### src/rtl/adcctl_defs.svh
// Register offsets, field positions, masks and reset values of the converter control bank
// What this block does
// - Index bits 1:0 pick which data channel takes per-channel register writes.
// - Global registers act on every channel whatever the index holds.
// - Index also selects the two output clock channels for their feature subset.
// - Every register except the override register acts as soon as written.
// - Override settings apply only when software writes one to transfer bit 0.
// - Power mode 00 keeps a converter channel active unless its channel status powers it down or resets it.
// - Power mode 01 gates datapath clocks, resets datapath, disables outputs.
// - Power mode 10 gates datapath clocks and outputs, datapath not reset.
// - Power mode 11 resets datapath and its clocks, disables outputs, serial port untouched.
// - No power mode resets the serial port; only power-on reset does.
// - Enhancement bit 2 enables chopping in the first converter stage.
// - Output mode bit 6 selects reduced-range output standard; clear is standard range.
// - Output mode bit 2 inverts every bit of the serial output stream.
// - Output mode bit 0 resets to one for twos complement; zero gives offset binary.
// - Serial control bit 3 picks normal encode (0) or low encode (1).
`ifndef ADCCTL_DEFS_SVH
`define ADCCTL_DEFS_SVH

`define ADCCTL_ADDR_W        13
`define ADCCTL_DATA_W        8
`define ADCCTL_NUM_CH        2

// Register offsets
`define ADCCTL_OFS_INDEX     13'h0005
`define ADCCTL_OFS_PWR       13'h0008
`define ADCCTL_OFS_ENH       13'h000C
`define ADCCTL_OFS_OMODE     13'h0014
`define ADCCTL_OFS_SODC      13'h0021
`define ADCCTL_OFS_CHST      13'h0022
`define ADCCTL_OFS_XFER      13'h00FF
`define ADCCTL_OFS_OVR       13'h0100
`define ADCCTL_OFS_PULL      13'h0101
`define ADCCTL_OFS_VCM       13'h0102

// Reset values
`define ADCCTL_RST_INDEX     8'h33
`define ADCCTL_RST_PWR       8'h00
`define ADCCTL_RST_ENH       8'h00
`define ADCCTL_RST_OMODE     8'h01
`define ADCCTL_RST_SODC      8'h32
`define ADCCTL_RST_CHST      8'h00
`define ADCCTL_RST_OVR       8'h00
`define ADCCTL_RST_PULL      8'h00
`define ADCCTL_RST_VCM       8'h00
`define ADCCTL_RST_LANE      3'h3

// Writable bits, open bits read as zero
`define ADCCTL_MSK_INDEX     8'h33
`define ADCCTL_MSK_PWR       8'h03
`define ADCCTL_MSK_ENH       8'h04
`define ADCCTL_MSK_OMODE     8'h45
`define ADCCTL_MSK_SODC      8'hFF
`define ADCCTL_MSK_CHST      8'h03
`define ADCCTL_MSK_OVR       8'h77
`define ADCCTL_MSK_PULL      8'h01
`define ADCCTL_MSK_VCM       8'h08

// Index bits of the output clock channels
`define ADCCTL_IDX_FCO_BIT   4
`define ADCCTL_IDX_DCO_BIT   5

// Power mode codes
`define ADCCTL_PM_NORMAL     2'h0
`define ADCCTL_PM_PDN        2'h1
`define ADCCTL_PM_STBY       2'h2
`define ADCCTL_PM_DRST       2'h3

// Field positions
`define ADCCTL_ENH_CHOP_BIT  2
`define ADCCTL_OM_RRNG_BIT   6
`define ADCCTL_OM_INV_BIT    2
`define ADCCTL_OM_TWOS_BIT   0
`define ADCCTL_SO_LSBF_BIT   7
`define ADCCTL_SO_LANE_MSB   6
`define ADCCTL_SO_LANE_LSB   4
`define ADCCTL_SO_LENC_BIT   3
`define ADCCTL_SO_DFRM_BIT   2
`define ADCCTL_SO_NB_10      2'h3
`define ADCCTL_CS_PDN_BIT    0
`define ADCCTL_CS_ORST_BIT   1
`define ADCCTL_OV_EN_BIT     6
`define ADCCTL_OV_RES_MSB    5
`define ADCCTL_OV_RES_LSB    4
`define ADCCTL_OV_RATE_MSB   2
`define ADCCTL_XFER_BIT      0
`define ADCCTL_PULL_BIT      0
`define ADCCTL_VCM_BIT       3

// Values in force while the override is off
`define ADCCTL_RES_FULL      2'h2
`define ADCCTL_RATE_FULL     3'h6

`endif

### src/rtl/adcctl_pkg.sv
// Types shared by the converter control bank modules
package adcctl_pkg;

   // Decoded serial port access, one per cycle
   typedef struct packed {
      logic        wr;      // Write strobe
      logic        rd;      // Read strobe
      logic [12:0] addr;    // Register offset
      logic [7:0]  wdata;   // Write data
   } adcctl_req_t;

   // Read answer
   typedef struct packed {
      logic        rvalid;  // Read data valid pulse
      logic [7:0]  rdata;   // Read data
   } adcctl_rsp_t;

   // Settings that apply to the whole chip
   typedef struct packed {
      logic        dp_clk_en;  // Datapath clocks running
      logic        dp_rst;     // Datapath held in reset
      logic        clk_rst;    // Datapath clocks held in reset
      logic        out_en;     // Outputs enabled
      logic        chop_en;    // First stage chopping
      logic        lsb_first;  // Serial bit order
      logic [2:0]  lane_mode;  // Serialization code
      logic        low_enc;    // Low encode rate mode
      logic        dbl_frame;  // Double frame mode
      logic        word10;     // 10-bit output words
      logic        ovr_en;     // Override in force
      logic [1:0]  res_code;   // Effective resolution code
      logic [2:0]  rate_code;  // Effective max rate code
      logic        sdio_pd_off;// SDIO pull-down disabled
      logic        vcm_pdn;    // VCM generator powered down
      logic        dco_inv;    // Invert on data clock output
      logic        fco_inv;    // Invert on frame clock output
      logic        dco_rrng;   // Reduced range on data clock output
      logic        fco_rrng;   // Reduced range on frame clock output
   } adcctl_glob_t;

   // Settings of one data channel
   typedef struct packed {
      logic        invert;     // Invert serial stream
      logic        twos;       // Twos complement format
      logic        rrng;       // Reduced range standard
      logic        pdn;        // Channel powered down
      logic        out_rst;    // Channel output logic in reset
      logic        active;     // Channel converting and driving
   } adcctl_chcfg_t;

endpackage : adcctl_pkg

### src/rtl/adcctl_chan.sv
// Per-channel output configuration decode with its own output register
`include "adcctl_defs.svh"

module adcctl_chan
(
   input  wire logic                  clk,        // 250 MHz clock
   input  wire logic                  arst_n,     // Asynchronous reset, active low
   input  wire logic [7:0]            omode,      // Output mode value of this channel
   input  wire logic [7:0]            chst,       // Channel status value of this channel
   input  wire logic                  glob_on,    // Chip power mode lets outputs run
   output adcctl_pkg::adcctl_chcfg_t  cfg         // Registered channel settings
);

   typedef struct packed {
      adcctl_pkg::adcctl_chcfg_t cfg;
   } adcctl_chan_state_t;

   adcctl_chan_state_t state_reg;
   adcctl_chan_state_t state_next;

   // Decode the channel's fields
   always_comb
   begin
      state_next            = state_reg;
      state_next.cfg.invert = omode[`ADCCTL_OM_INV_BIT];
      state_next.cfg.twos   = omode[`ADCCTL_OM_TWOS_BIT];
      state_next.cfg.rrng   = omode[`ADCCTL_OM_RRNG_BIT];
      state_next.cfg.pdn    = chst[`ADCCTL_CS_PDN_BIT];
      state_next.cfg.out_rst = chst[`ADCCTL_CS_ORST_BIT];
      state_next.cfg.active = glob_on & ~chst[`ADCCTL_CS_PDN_BIT]
                              & ~chst[`ADCCTL_CS_ORST_BIT];
   end

   // Register the settings; reset state matches the register defaults
   always_ff @(posedge clk or negedge arst_n)
   begin
      if (!arst_n)
      begin
         state_reg.cfg.invert  <= 1'b0;
         state_reg.cfg.twos    <= 1'b1;
         state_reg.cfg.rrng    <= 1'b0;
         state_reg.cfg.pdn     <= 1'b0;
         state_reg.cfg.out_rst <= 1'b0;
         state_reg.cfg.active  <= 1'b1;
      end
      else
      begin
         state_reg <= state_next;
      end
   end

   assign cfg = state_reg.cfg;

endmodule : adcctl_chan

### src/rtl/adcctl_bank.sv
// Serially programmed control register bank of the dual-channel converter
`include "adcctl_defs.svh"

module adcctl_bank
#(
   parameter int NUM_CH = `ADCCTL_NUM_CH              // Number of data channels
)
(
   input  wire logic                  clk,            // 250 MHz clock
   input  wire logic                  arst_n,         // Power-on reset, asynchronous, active low
   input  wire adcctl_pkg::adcctl_req_t req,          // Decoded serial port access
   output adcctl_pkg::adcctl_rsp_t    rsp,            // Read answer
   output adcctl_pkg::adcctl_glob_t   glob,           // Chip-wide settings
   output adcctl_pkg::adcctl_chcfg_t  chcfg [NUM_CH]  // Per-channel settings
);

   // Number of per-channel output mode copies: data channels plus two clocks
   localparam int NUM_TGT = NUM_CH + 2;
   localparam int TGT_DCO = NUM_CH;
   localparam int TGT_FCO = NUM_CH + 1;

   typedef struct packed {
      logic [7:0]               index;      // Channel index
      logic [7:0]               pwr;        // Power mode
      logic [7:0]               enh;        // Enhancement control
      logic [NUM_TGT-1:0][7:0]  omode;      // Output mode per target
      logic [7:0]               sodc;       // Serial output data control
      logic [NUM_CH-1:0][7:0]   chst;       // Channel power and reset per channel
      logic [7:0]               ovr_stage;  // Override as written
      logic [7:0]               ovr_live;   // Override in force
      logic [7:0]               pull;       // IO pull-down control
      logic [7:0]               vcm;        // Common mode control
      adcctl_pkg::adcctl_rsp_t  rsp;        // Read answer
      adcctl_pkg::adcctl_glob_t glob;       // Chip-wide settings
   } adcctl_bank_state_t;

   adcctl_bank_state_t state_reg;
   adcctl_bank_state_t state_next;

   logic                     wr_hit;
   logic [7:0]               wval;
   logic [NUM_CH-1:0][7:0]   chst_now;
   logic [NUM_TGT-1:0][7:0]  omode_now;
   logic                     glob_on_now;

   // Index bit that selects a given output mode target
   function automatic int adcctl_tgt_bit(input int t);
      int b;
      // Data channels use their own index bit
      b = t;
      if (t == TGT_DCO)
      begin
         b = `ADCCTL_IDX_DCO_BIT;
      end
      else if (t == TGT_FCO)
      begin
         b = `ADCCTL_IDX_FCO_BIT;
      end
      return b;
   endfunction : adcctl_tgt_bit

   // Read value of a local register: the lowest selected target wins
   function automatic logic [7:0] adcctl_local_rd(input logic [7:0] idx,
                                                  input logic [NUM_TGT-1:0][7:0] vals,
                                                  input int ntgt);
      logic [7:0] v;
      logic       found;
      v     = 8'h00;
      found = 1'b0;
      for (int t = 0; t < NUM_TGT; t++)
      begin
         if (!found && (t < ntgt) && idx[adcctl_tgt_bit(t)])
         begin
            v     = vals[t];
            found = 1'b1;
         end
      end
      return v;
   endfunction : adcctl_local_rd

   // Register updates and read path
   always_comb
   begin
      logic [NUM_TGT-1:0][7:0] chst_wide;
      chst_wide   = '0;
      // Every register except the read answer holds unless a write selects it
      state_next  = state_reg;
      wr_hit      = req.wr;
      wval        = req.wdata;
      state_next.rsp.rvalid = 1'b0;

      // Writes act in the cycle they are taken; power modes leave this logic alone
      if (wr_hit)
      begin
         unique case (req.addr)
            `ADCCTL_OFS_INDEX:
            begin
               // New index steers the next access, not this one
               state_next.index = wval & `ADCCTL_MSK_INDEX;
            end
            `ADCCTL_OFS_PWR:
            begin
               // Only the decode below sees the mode; no register is cleared by it
               state_next.pwr = wval & `ADCCTL_MSK_PWR;
            end
            `ADCCTL_OFS_ENH:
            begin
               state_next.enh = wval & `ADCCTL_MSK_ENH;
            end
            `ADCCTL_OFS_OMODE:
            begin
               // Output mode goes to every selected data or clock target
               for (int t = 0; t < NUM_TGT; t++)
               begin
                  if (state_reg.index[adcctl_tgt_bit(t)])
                  begin
                     state_next.omode[t] = wval & `ADCCTL_MSK_OMODE;
                  end
               end
            end
            `ADCCTL_OFS_SODC:
            begin
               state_next.sodc = wval & `ADCCTL_MSK_SODC;
            end
            `ADCCTL_OFS_CHST:
            begin
               // Channel status exists for data channels only
               for (int c = 0; c < NUM_CH; c++)
               begin
                  if (state_reg.index[c])
                  begin
                     state_next.chst[c] = wval & `ADCCTL_MSK_CHST;
                  end
               end
            end
            `ADCCTL_OFS_XFER:
            begin
               // Transfer bit self-clears; it copies the staged override into force
               if (wval[`ADCCTL_XFER_BIT])
               begin
                  state_next.ovr_live = state_reg.ovr_stage;
               end
            end
            `ADCCTL_OFS_OVR:
            begin
               // Staged only; nothing acts until the transfer bit is written
               state_next.ovr_stage = wval & `ADCCTL_MSK_OVR;
            end
            `ADCCTL_OFS_PULL:
            begin
               state_next.pull = wval & `ADCCTL_MSK_PULL;
            end
            `ADCCTL_OFS_VCM:
            begin
               state_next.vcm = wval & `ADCCTL_MSK_VCM;
            end
            default:
            begin
               // Unmapped offset: the write is dropped
               state_next.index = state_reg.index;
            end
         endcase
      end

      // Read answer one cycle after the request; unmapped offsets read zero
      if (req.rd && !req.wr)
      begin
         state_next.rsp.rvalid = 1'b1;
         for (int c = 0; c < NUM_CH; c++)
         begin
            chst_wide[c] = state_reg.chst[c];
         end
         unique case (req.addr)
            `ADCCTL_OFS_INDEX:
            begin
               state_next.rsp.rdata = state_reg.index;
            end
            `ADCCTL_OFS_PWR:
            begin
               state_next.rsp.rdata = state_reg.pwr;
            end
            `ADCCTL_OFS_ENH:
            begin
               state_next.rsp.rdata = state_reg.enh;
            end
            `ADCCTL_OFS_OMODE:
            begin
               // Local register: lowest selected target answers
               state_next.rsp.rdata = adcctl_local_rd(state_reg.index, state_reg.omode, NUM_TGT);
            end
            `ADCCTL_OFS_SODC:
            begin
               state_next.rsp.rdata = state_reg.sodc;
            end
            `ADCCTL_OFS_CHST:
            begin
               // Clock targets hold no channel status, only data channels answer
               state_next.rsp.rdata = adcctl_local_rd(state_reg.index, chst_wide, NUM_CH);
            end
            `ADCCTL_OFS_OVR:
            begin
               // Staged value reads back, not the copy in force
               state_next.rsp.rdata = state_reg.ovr_stage;
            end
            `ADCCTL_OFS_PULL:
            begin
               state_next.rsp.rdata = state_reg.pull;
            end
            `ADCCTL_OFS_VCM:
            begin
               state_next.rsp.rdata = state_reg.vcm;
            end
            default:
            begin
               // Unmapped offsets and the self-clearing transfer bit read zero
               state_next.rsp.rdata = 8'h00;
            end
         endcase
      end

      // Power mode decode
      unique case (state_next.pwr[1:0])
         `ADCCTL_PM_NORMAL:
         begin
            // Channels converting unless their channel status stops them, outputs driven
            state_next.glob.dp_clk_en = 1'b1;
            state_next.glob.dp_rst    = 1'b0;
            state_next.glob.clk_rst   = 1'b0;
            state_next.glob.out_en    = 1'b1;
         end
         `ADCCTL_PM_PDN:
         begin
            // Clocks gated, datapath held in reset
            state_next.glob.dp_clk_en = 1'b0;
            state_next.glob.dp_rst    = 1'b1;
            state_next.glob.clk_rst   = 1'b0;
            state_next.glob.out_en    = 1'b0;
         end
         `ADCCTL_PM_STBY:
         begin
            // Clocks and outputs off, datapath state kept
            state_next.glob.dp_clk_en = 1'b0;
            state_next.glob.dp_rst    = 1'b0;
            state_next.glob.clk_rst   = 1'b0;
            state_next.glob.out_en    = 1'b0;
         end
         `ADCCTL_PM_DRST:
         begin
            // Datapath and its clocks in reset; register port untouched
            state_next.glob.dp_clk_en = 1'b0;
            state_next.glob.dp_rst    = 1'b1;
            state_next.glob.clk_rst   = 1'b1;
            state_next.glob.out_en    = 1'b0;
         end
      endcase

      // Chip-wide settings follow the register values at once
      state_next.glob.chop_en   = state_next.enh[`ADCCTL_ENH_CHOP_BIT];
      state_next.glob.lsb_first = state_next.sodc[`ADCCTL_SO_LSBF_BIT];
      state_next.glob.lane_mode = state_next.sodc[`ADCCTL_SO_LANE_MSB:`ADCCTL_SO_LANE_LSB];
      state_next.glob.low_enc   = state_next.sodc[`ADCCTL_SO_LENC_BIT];
      state_next.glob.dbl_frame = state_next.sodc[`ADCCTL_SO_DFRM_BIT];
      state_next.glob.word10    = (state_next.sodc[1:0] == `ADCCTL_SO_NB_10);

      // Pull-down and common mode generator controls
      state_next.glob.sdio_pd_off = state_next.pull[`ADCCTL_PULL_BIT];
      state_next.glob.vcm_pdn   = state_next.vcm[`ADCCTL_VCM_BIT];

      // Clock targets take invert and range from their own output mode copy
      state_next.glob.dco_inv   = state_next.omode[TGT_DCO][`ADCCTL_OM_INV_BIT];
      state_next.glob.fco_inv   = state_next.omode[TGT_FCO][`ADCCTL_OM_INV_BIT];
      state_next.glob.dco_rrng  = state_next.omode[TGT_DCO][`ADCCTL_OM_RRNG_BIT];
      state_next.glob.fco_rrng  = state_next.omode[TGT_FCO][`ADCCTL_OM_RRNG_BIT];

      // Override acts only from its copy in force
      state_next.glob.ovr_en = state_next.ovr_live[`ADCCTL_OV_EN_BIT];
      if (state_next.ovr_live[`ADCCTL_OV_EN_BIT])
      begin
         state_next.glob.res_code  = state_next.ovr_live[`ADCCTL_OV_RES_MSB:`ADCCTL_OV_RES_LSB];
         state_next.glob.rate_code = state_next.ovr_live[`ADCCTL_OV_RATE_MSB:0];
      end
      else
      begin
         // Override off: full resolution at the top rate code
         state_next.glob.res_code  = `ADCCTL_RES_FULL;
         state_next.glob.rate_code = `ADCCTL_RATE_FULL;
      end

      chst_now    = state_next.chst;
      omode_now   = state_next.omode;
      glob_on_now = state_next.glob.out_en;
   end

   // Register all state; only the power-on reset clears it
   always_ff @(posedge clk or negedge arst_n)
   begin
      if (!arst_n)
      begin
         state_reg.index     <= `ADCCTL_RST_INDEX;
         state_reg.pwr       <= `ADCCTL_RST_PWR;
         state_reg.enh       <= `ADCCTL_RST_ENH;
         state_reg.omode     <= {NUM_TGT{`ADCCTL_RST_OMODE}};
         state_reg.sodc      <= `ADCCTL_RST_SODC;
         state_reg.chst      <= {NUM_CH{`ADCCTL_RST_CHST}};
         state_reg.ovr_stage <= `ADCCTL_RST_OVR;
         state_reg.ovr_live  <= `ADCCTL_RST_OVR;
         state_reg.pull      <= `ADCCTL_RST_PULL;
         state_reg.vcm       <= `ADCCTL_RST_VCM;
         state_reg.rsp       <= '0;
         // Chip-wide outputs start as the register defaults decode
         state_reg.glob      <= '0;
         state_reg.glob.dp_clk_en <= 1'b1;
         state_reg.glob.out_en    <= 1'b1;
         state_reg.glob.lane_mode <= `ADCCTL_RST_LANE;
         state_reg.glob.res_code  <= `ADCCTL_RES_FULL;
         state_reg.glob.rate_code <= `ADCCTL_RATE_FULL;
      end
      else
      begin
         state_reg <= state_next;
      end
   end

   // One decode per data channel
   // Fed from next-state values so channel outputs move on the same edge as the bank
   for (genvar g = 0; g < NUM_CH; g++)
   begin : g_chan
      adcctl_chan u_chan
      (
         .clk     (clk),
         .arst_n  (arst_n),
         .omode   (omode_now[g]),
         .chst    (chst_now[g]),
         .glob_on (glob_on_now),
         .cfg     (chcfg[g])
      );
   end

   // Outputs come straight from the state register
   assign rsp  = state_reg.rsp;
   assign glob = state_reg.glob;

endmodule : adcctl_bank

### config.mk
export PLATFORM = sky130hd
export DESIGN_NAME = adcctl_bank
export DESIGN_NICKNAME = d
export VERILOG_FILES = /design/src/rtl/adcctl_pkg.sv /design/src/rtl/adcctl_chan.sv /design/src/rtl/adcctl_bank.sv
export VERILOG_INCLUDE_DIRS = /design/src /design/src/rtl
export SDC_FILE = /design/constraint.sdc
export NUM_CORES = 1
export LEC_CHECK = 0
export ABC_AREA = 0
export ABC_CLOCK_PERIOD_IN_PS = 1500
export BUFFER_PORTS_ARGS = -buffer_cell sky130_fd_sc_hd__buf_2
export CAP_MARGIN = 20
export CELL_PAD_IN_SITES_DETAIL_PLACEMENT = 2
export CELL_PAD_IN_SITES_GLOBAL_PLACEMENT = 2
export CORE_MARGIN = 3
export CORE_UTILIZATION = 32
export DETAILED_ROUTE_END_ITERATION = 6
export MAX_ROUTING_LAYER = met4
export PLACE_DENSITY = 0.78
export SYNTH_ARGS = -nofsm -noshare
export SYNTH_HDL_FRONTEND = slang
export SYNTH_SLANG_ARGS = --single-unit
### constraint.sdc
create_clock -name clk -period 1.5 [get_ports clk]
set_input_delay 0.225 -clock clk [delete_from_list [all_inputs] [get_ports clk]]
set_output_delay 0.225 -clock clk [all_outputs]
set_load 0.02 [all_outputs]
==> reports/results.txt, run 1 <==
chip height: 109 um
Yosys cell types: 49
R2R cell count: 6
Sink Count: 64
Largest register FFs: 33
Hold Vio Cnt, Final: 0
io pins: 70
flops & latches, synth: 64
Die ar.: 11900 um^2
critical path endpoint category: flop
HPWL Detailed: 8.00 mm
Root Buffer: clkbuf_8
prevailing post-synth register cell: dfrtp_1
Final min period: 1750 ps
crit-path max FO: 5
post-layout util: 45.4%
power per cell area: 821 nW/um^2
Critical-path top delay cell: or4_4
post-synth top area share: 34.5%
Setup WS pre-CTS: -562 ps
Worst slew margin: 62.0%
Syn-to-layout area delta: 37.5%
Seq/Total Area, Yosys: 47.6%
DR vias/cell: 5.25
maximum root-to-sink buffer count: 2
simple-gate area share of the yosys netlist: 17.2%
Die Width: 109 um
routed via count: 2836
first-pass GRT wire length: 19.0 mm
hold crit path type: in2reg
Num CTS Buffers: 9
Worst VDD drop: 0.514 mV
Avg WL per Cell: 26.2 um
remaining global-route overflow: 0
leakage: 2.30 nW
layout cells sized above 1: 66.1%
# DRC: 0
WL final: 14.2 mm
Crit Path Category: in2reg
post-synthesis xor/xnor area fraction: 0.257%
mux cell area share after synthesis: 15.8%
number of cells produced by synthesis: 304
total number of H-tree levels: 3
final setup fails: 59
kind of cell adding the most delay to the critical path: simple AND/OR/NAND/NOR gates
initial core utilization: 33.0%
hold endpoint: glob[18]
placer's final routability congestion estimate: 0.816
synthesized cell area: 3410 um^2
row cnt: 37
Final period util: 117%
clk_skew: 14.8 ps
Worst Tran Pin Value: 570 ps
synth top area cells: dfrtp_1 34%, mux2_2 15%, dfstp_2 13%
max incr delay on CP: 650 ps
Max Slew Vio Count: 0
fraction of the mapped netlist area in compound gates: 7.19%
main combinational cell family by area after synthesis: simple AND/OR/NAND/NOR gates
Synth warnings: 0
Clock Latency Late Sink: 350 ps
EDFF count, synth: 0
initial antenna violation count: 0
DR iter-0 viols: 156
reg2reg setup slack: -220 ps
total track usage: 22.9%
Hold Crit Depth: 2
Ant. Diodes: 0
CP startpoint kind: input pin
Crit path buffers/inverters: 1
CP cell instances: buf_6, or4_4, nor4b_4, nand2_2, mux2_2, and2_1
Max Cap Violations: 0
crit path DAT: 1980 ps
Core ar.: 10300 um^2
hold_ws: 103 ps
syn nets: 329
Post-Synth Adder-Cell Area: 0%
R2R Path End: rsp[6]
async set-reset flop share out of synthesis: 100%
CP required: 1720 ps
RR Startpoint: state_reg[138]
Fin Setup TNS: -5320 ps
FMAX: 0.570 GHz
post-route ant nets: 0
min-delay src: req[7]
TritonRoute pass-1 iters: 4
RSZ-0062 raised after global routing: true
worst setup margin: -255 ps
vias in the first global route: 3161
clock-pin transition on the worst setup and hold timing paths: 80 ps
fin nets: 424
# port buffers: 69
CTS tree: built
Mapped Avg Cell Area: 11.2 um^2
Fillers: 1036
Yosys top cell by area: dfrtp_1
status: complete, but fails checks
violated checks: setup timing
largest net degree at the start of global routing: 33
per-stage QoR:
stage | instances | total power [W] | instance area, um^2
6_report | 540 | 0.00385 | 4690
5_1_grt | 540 | 0.00399 | 4690
4_1_cts | 529 | 0.00379 | 4410
3_5_place_dp | 502 | 0.00214 | 3950
3_3_place_gp | 502 | 0.00213 | 3950
2_1_floorplan | 304 | 0.00196 | 3440
how the worst max path moves through the flow:
| stage | start | end | slack [ps] | depth (start not counted) |
|---|---|---|---|---|
| 6_report | req[19] | glob[21] | -250 | 6 |
| 5_1_grt | state_reg[138] | rsp[6] | -280 | 6 |
| 4_1_cts | req[17] | state_reg[65] | -130 | 5 |
| 3_5_place_dp | req[17] | glob[1] | -560 | 6 |
| 3_3_place_gp | req[17] | state_reg[115] | -550 | 6 |
| 2_1_floorplan | req[17] | glob[18] | -390 | 5 |
synthesized netlist by cell type, drive strengths merged (7+ instances only):
library cell and count:
nor2 18, o21ai 7, nand2 26, a21oi 10, dfrtp 47, buf 49
mux2 45, nand4 8, clkbuf 7, dfstp 17
what timing repair did:
action,in CTS,in global routing
setup buffers,9,11
hold buffers,1,0
pin swaps,11,32
setup endpoints to repair,56,57
resized for setup,40,44
gates cloned,2,0
endpoints found under the hold margin,12,0
cell families after synthesis:
group | Yosys count
compound gates | 37
xor+xnor | 1
buf+inv | 62
flops | 64
mux | 48
simple gates | 92
per-layer routing:
layer	wire length, um	up-vias	global-route usage [%]
met5	0	-	-
li1	-	1233	-
met3	612	35	5.39
met2	7260	89	37.6
met1	5690	1479	25.7
met4	599	0	12.3
report_power, final:
group	switching [W]	leakage (nW)	internal, W
clock network	0.000726	0.104	0.000938
logic	0.000259	1.38	0.000157
registers	0.0000202	0.820	0.00175
area by class of cell:
type                            instances  area, um^2  share of cell area [%]
Inverter                                6        22.5                   0.480
Tap cell                              136         170                    3.63
Sequential cell                        64        1620                    34.6
Clock buffer                           11         131                    2.80
Multi-Input combinational cell        180        1680                    35.9
Timing Repair Buffer                  138         978                    20.9
Clock inverter                          5        81.3                    1.73
cells in the final DEF, fill, tap and decap left out, types with 3 or more instances in the layout:
master and n:
buf_4 48, nand3_1 3, a21oi_2 6, nor3_1 3, dfstp_2 17, a22oi_2 4, mux2_4 8, nand2_4 6
a31oi_1 4, nor4_4 5, a21oi_1 4, nor2_1 16, or4_4 4, nand2_1 15, a22o_1 3, buf_2 65
buf_6 22, o21ai_1 5, clkbuf_8 9, nand4_1 8, dfrtp_1 47, nand2_2 4, inv_1 6, mux2_2 37
nand2b_4 4
(Power assumes the default switching activity.)
==> run 2, diff against run 1 <==
--- a/config.mk
+++ b/config.mk
@@ -17,6 +17,7 @@
 export DETAILED_ROUTE_END_ITERATION = 6
 export MAX_ROUTING_LAYER = met4
 export PLACE_DENSITY = 0.78
+export SETUP_SLACK_MARGIN = 0.15
 export SYNTH_ARGS = -nofsm -noshare
 export SYNTH_HDL_FRONTEND = slang
 export SYNTH_SLANG_ARGS = --single-unit
==> constraint.sdc (replaced) <==
create_clock -name clk -period 1.5 [get_ports clk]
set_input_delay 0.225 -clock clk [delete_from_list [all_inputs] [get_ports clk]]
set_output_delay 0.225 -clock clk [all_outputs]
set_load 0.01 [all_outputs]
==> run 2 against run 1 <==
  * The flow still finishes with violations (setup timing)
  * Combinational power fell by 2%
  * Critical path type unchanged
  * Routed wire length rose by 5.6%
  * Register-to-register slack got worse by 70 ps
  * Power rose by 1.5%
  * Utilization rose by 0.90 points
  * Critical path depth rose by 2
  * Worst hold slack got worse by 4.2 ps
  * Non-clock buffer count rose by 5
  * Maximum frequency fell by 2.1%
==> reports/results.txt, run 2 (synthesis results as in run 1) <==
status: complete, but fails checks (unchanged)
violated checks: setup timing (unchanged)
most frequent cells in the layout: 65 x buf_2, 47 x dfrtp_1, 47 x buf_4, 31 x mux2_2, 28 x buf_6 (was 65 x buf_2, 48 x buf_4, 47 x dfrtp_1, 37 x mux2_2, 22 x buf_6)
CTS tree: built (unchanged)
Fin Setup TNS: -5210 ps (was -5320 ps)
FMAX: 0.558 GHz (was 0.570 GHz)
CP cell instances: buf_6, or4_4, nor4b_4, buf_4, buf_6, and2_4, a221oi_2, a31oi_1 (was buf_6, or4_4, nor4b_4, nand2_2, mux2_2, and2_1)
final setup fails: 59 (unchanged)
routed via count: 2873 (was 2836)
Max Cap Violations: 0 (unchanged)
cell internal pwr: 0.00285 W (about the same)
Critical-path top delay cell: or4_4 (unchanged)
Max Slew Vio Count: 0 (unchanged)
Logic pwr share: 10.5% (was 10.8%)
RSZ-0062 raised after global routing: true (unchanged)
hold crit path type: in2reg (unchanged)
row cnt: 37 (unchanged)
Area after DPL: 3950 um^2 (unchanged)
Avg WL per Cell: 27.4 um (was 26.2 um)
commonest non-fill, non-tap cell in the layout: buf_2 (unchanged)
share of total power in sequential cells: 45.3% (was 46.0%)
leakage: 2.35 nW (was 2.30 nW)
Num CTS Buffers: 9 (unchanged)
total power: 0.00391 W (was 0.00385 W)
Clock power frac: 44.2% (was 43.2%)
chip height: 109 um (unchanged)
initial antenna violation count: 0 (unchanged)
Largest register FFs: 33 (unchanged)
fin nets: 429 (was 424)
Psw: 0.00106 W (was 0.00101 W)
Worst VDD drop: 0.463 mV (was 0.514 mV)
clk_skew: 18.7 ps (was 14.8 ps)
Die ar.: 11900 um^2 (unchanged)
io pins: 70 (unchanged)
post-layout util: 46.3% (was 45.4%)
Sw Share: 27.1% (was 26.1%)
crit path DAT: 2040 ps (was 1980 ps)
Crit Path Category: in2reg (unchanged)
Root Buffer: clkbuf_8 (unchanged)
crit-path max FO: 3 (was 5)
Ant. Diodes: 0 (unchanged)
DR iter-0 viols: 142 (was 156)
total track usage: 23.1% (was 22.9%)
# port buffers: 69 (unchanged)
critical path endpoint category: flop (unchanged)
initial core utilization: 33.0% (unchanged)
TritonRoute pass-1 iters: 4 (unchanged)
Die Width: 109 um (unchanged)
# DRC: 0 (unchanged)
Core ar.: 10300 um^2 (unchanged)
CP required: 1750 ps (was 1720 ps)
DR vias/cell: 5.27 (was 5.25)
Sink Count: 64 (unchanged)
Design Area, Final: 4780 um^2 (was 4690 um^2)
Fillers: 1039 (was 1036)
WL final: 15.0 mm (was 14.2 mm)
first-pass GRT wire length: 19.5 mm (was 19.0 mm)
CP dominant cell by count: buf_6
power per cell area: 818 nW/um^2 (was 821 nW/um^2)
vias in the first global route: 3111 (was 3161)
post-route ant nets: 0 (unchanged)
HPWL Detailed: 8.00 mm (unchanged)
Clock Latency Late Sink: 360 ps (was 350 ps)
max incr delay on CP: 580 ps (was 650 ps)
total number of H-tree levels: 3 (unchanged)
Worst Tran Pin Value: 556 ps (was 570 ps)
Crit path buffers/inverters: 3 (was 1)
CP startpoint kind: input pin (unchanged)
kind of cell adding the most delay to the critical path: simple AND/OR/NAND/NOR gates (unchanged)
Worst slew margin: 62.9% (was 62.0%)
clock-pin transition on the worst setup and hold timing paths: 90 ps (was 80 ps)
Final period util: 119% (was 117%)
Syn-to-layout area delta: 40.2% (was 37.5%)
remaining global-route overflow: 0 (unchanged)
placer's final routability congestion estimate: 0.816 (unchanged)
Final min period: 1790 ps (was 1750 ps)
layout cells sized above 1: 66.7% (was 66.1%)
largest net degree at the start of global routing: 33 (unchanged)
maximum root-to-sink buffer count: 2 (unchanged)
worst setup margin: -292 ps (was -255 ps)
Hold Vio Cnt, Final: 0 (unchanged)
run 2: power groups by stage:
stage / Clock (W) / Combinational, W / Sequential, W
global placement: 0 / 0.000312 / 0.00180
floorplan: 0 / 0.000150 / 0.00179
detailed placement: 0 / 0.000322 / 0.00180
finish: 0.00173 / 0.000409 / 0.00177
CTS: 0.00165 / 0.000360 / 0.00177
global route: 0.00182 / 0.000434 / 0.00177
run 2: worst reg2reg max path, cell delays in order, from the launching register on:
cell and delay, ps:
dfstp_2 620, o21ai_1 150, o31a_1 310, a221oi_2 360, a31oi_1 200
run 2: stage by stage:
stage / setup WS (ps) / instances / hold slack [ps]
finish: -292 / 545 / 98.8
global route: -390 / 545 / 89.7
CTS: -128 / 535 / 110
detailed placement: -562 / 502 / 238
global placement: -549 / 502 / 224
floorplan: -387 / 304 / -70.6
run 2: routing by layer:
metal  vias up  share of wire, %  GRT usage (%)  routed length, um
li1       1234                 -              -                  -
met1      1516                41           28.2               6140
met5         -                 0              -                  0
met4         0               2.9           7.84                435
met3        30               3.7           2.90                558
met2        93                52           39.4               7820
run 2: layout make-up:
type	count	area [um^2]	share of cell area, %
Clock inverter	5	81.3	1.70
Multi-Input combinational cell	180	1720	35.9
Timing Repair Buffer	143	1040	21.7
Sequential cell	64	1620	33.9
Inverter	6	22.5	0.471
Tap cell	136	170	3.56
Clock buffer	11	131	2.75
run 2: worst paths after layout:
kind	start	to	slack [ps]	cells after the start
min	req[7]	glob[18]	100	2
max in group asynchronous	arst_n	g_chan[0].u_chan.cfg[0]	430	3
max	req[12]	rsp[0]	-290	8
max reg2reg	state_reg[142]	rsp[0]	-290	4
min in group asynchronous	arst_n	rsp[5]	390	2
min reg2reg	rsp[7]	rsp[7]	480	2
run 2: repair_timing:
item                                   CTS  global route
pin swaps                               15            13
endpoints found under the hold margin   12             0
hold buffers                             1             0
setup endpoints to repair               63            63
gates cloned                             2             0
setup buffers                           14            10
gates resized for setup                 67            29
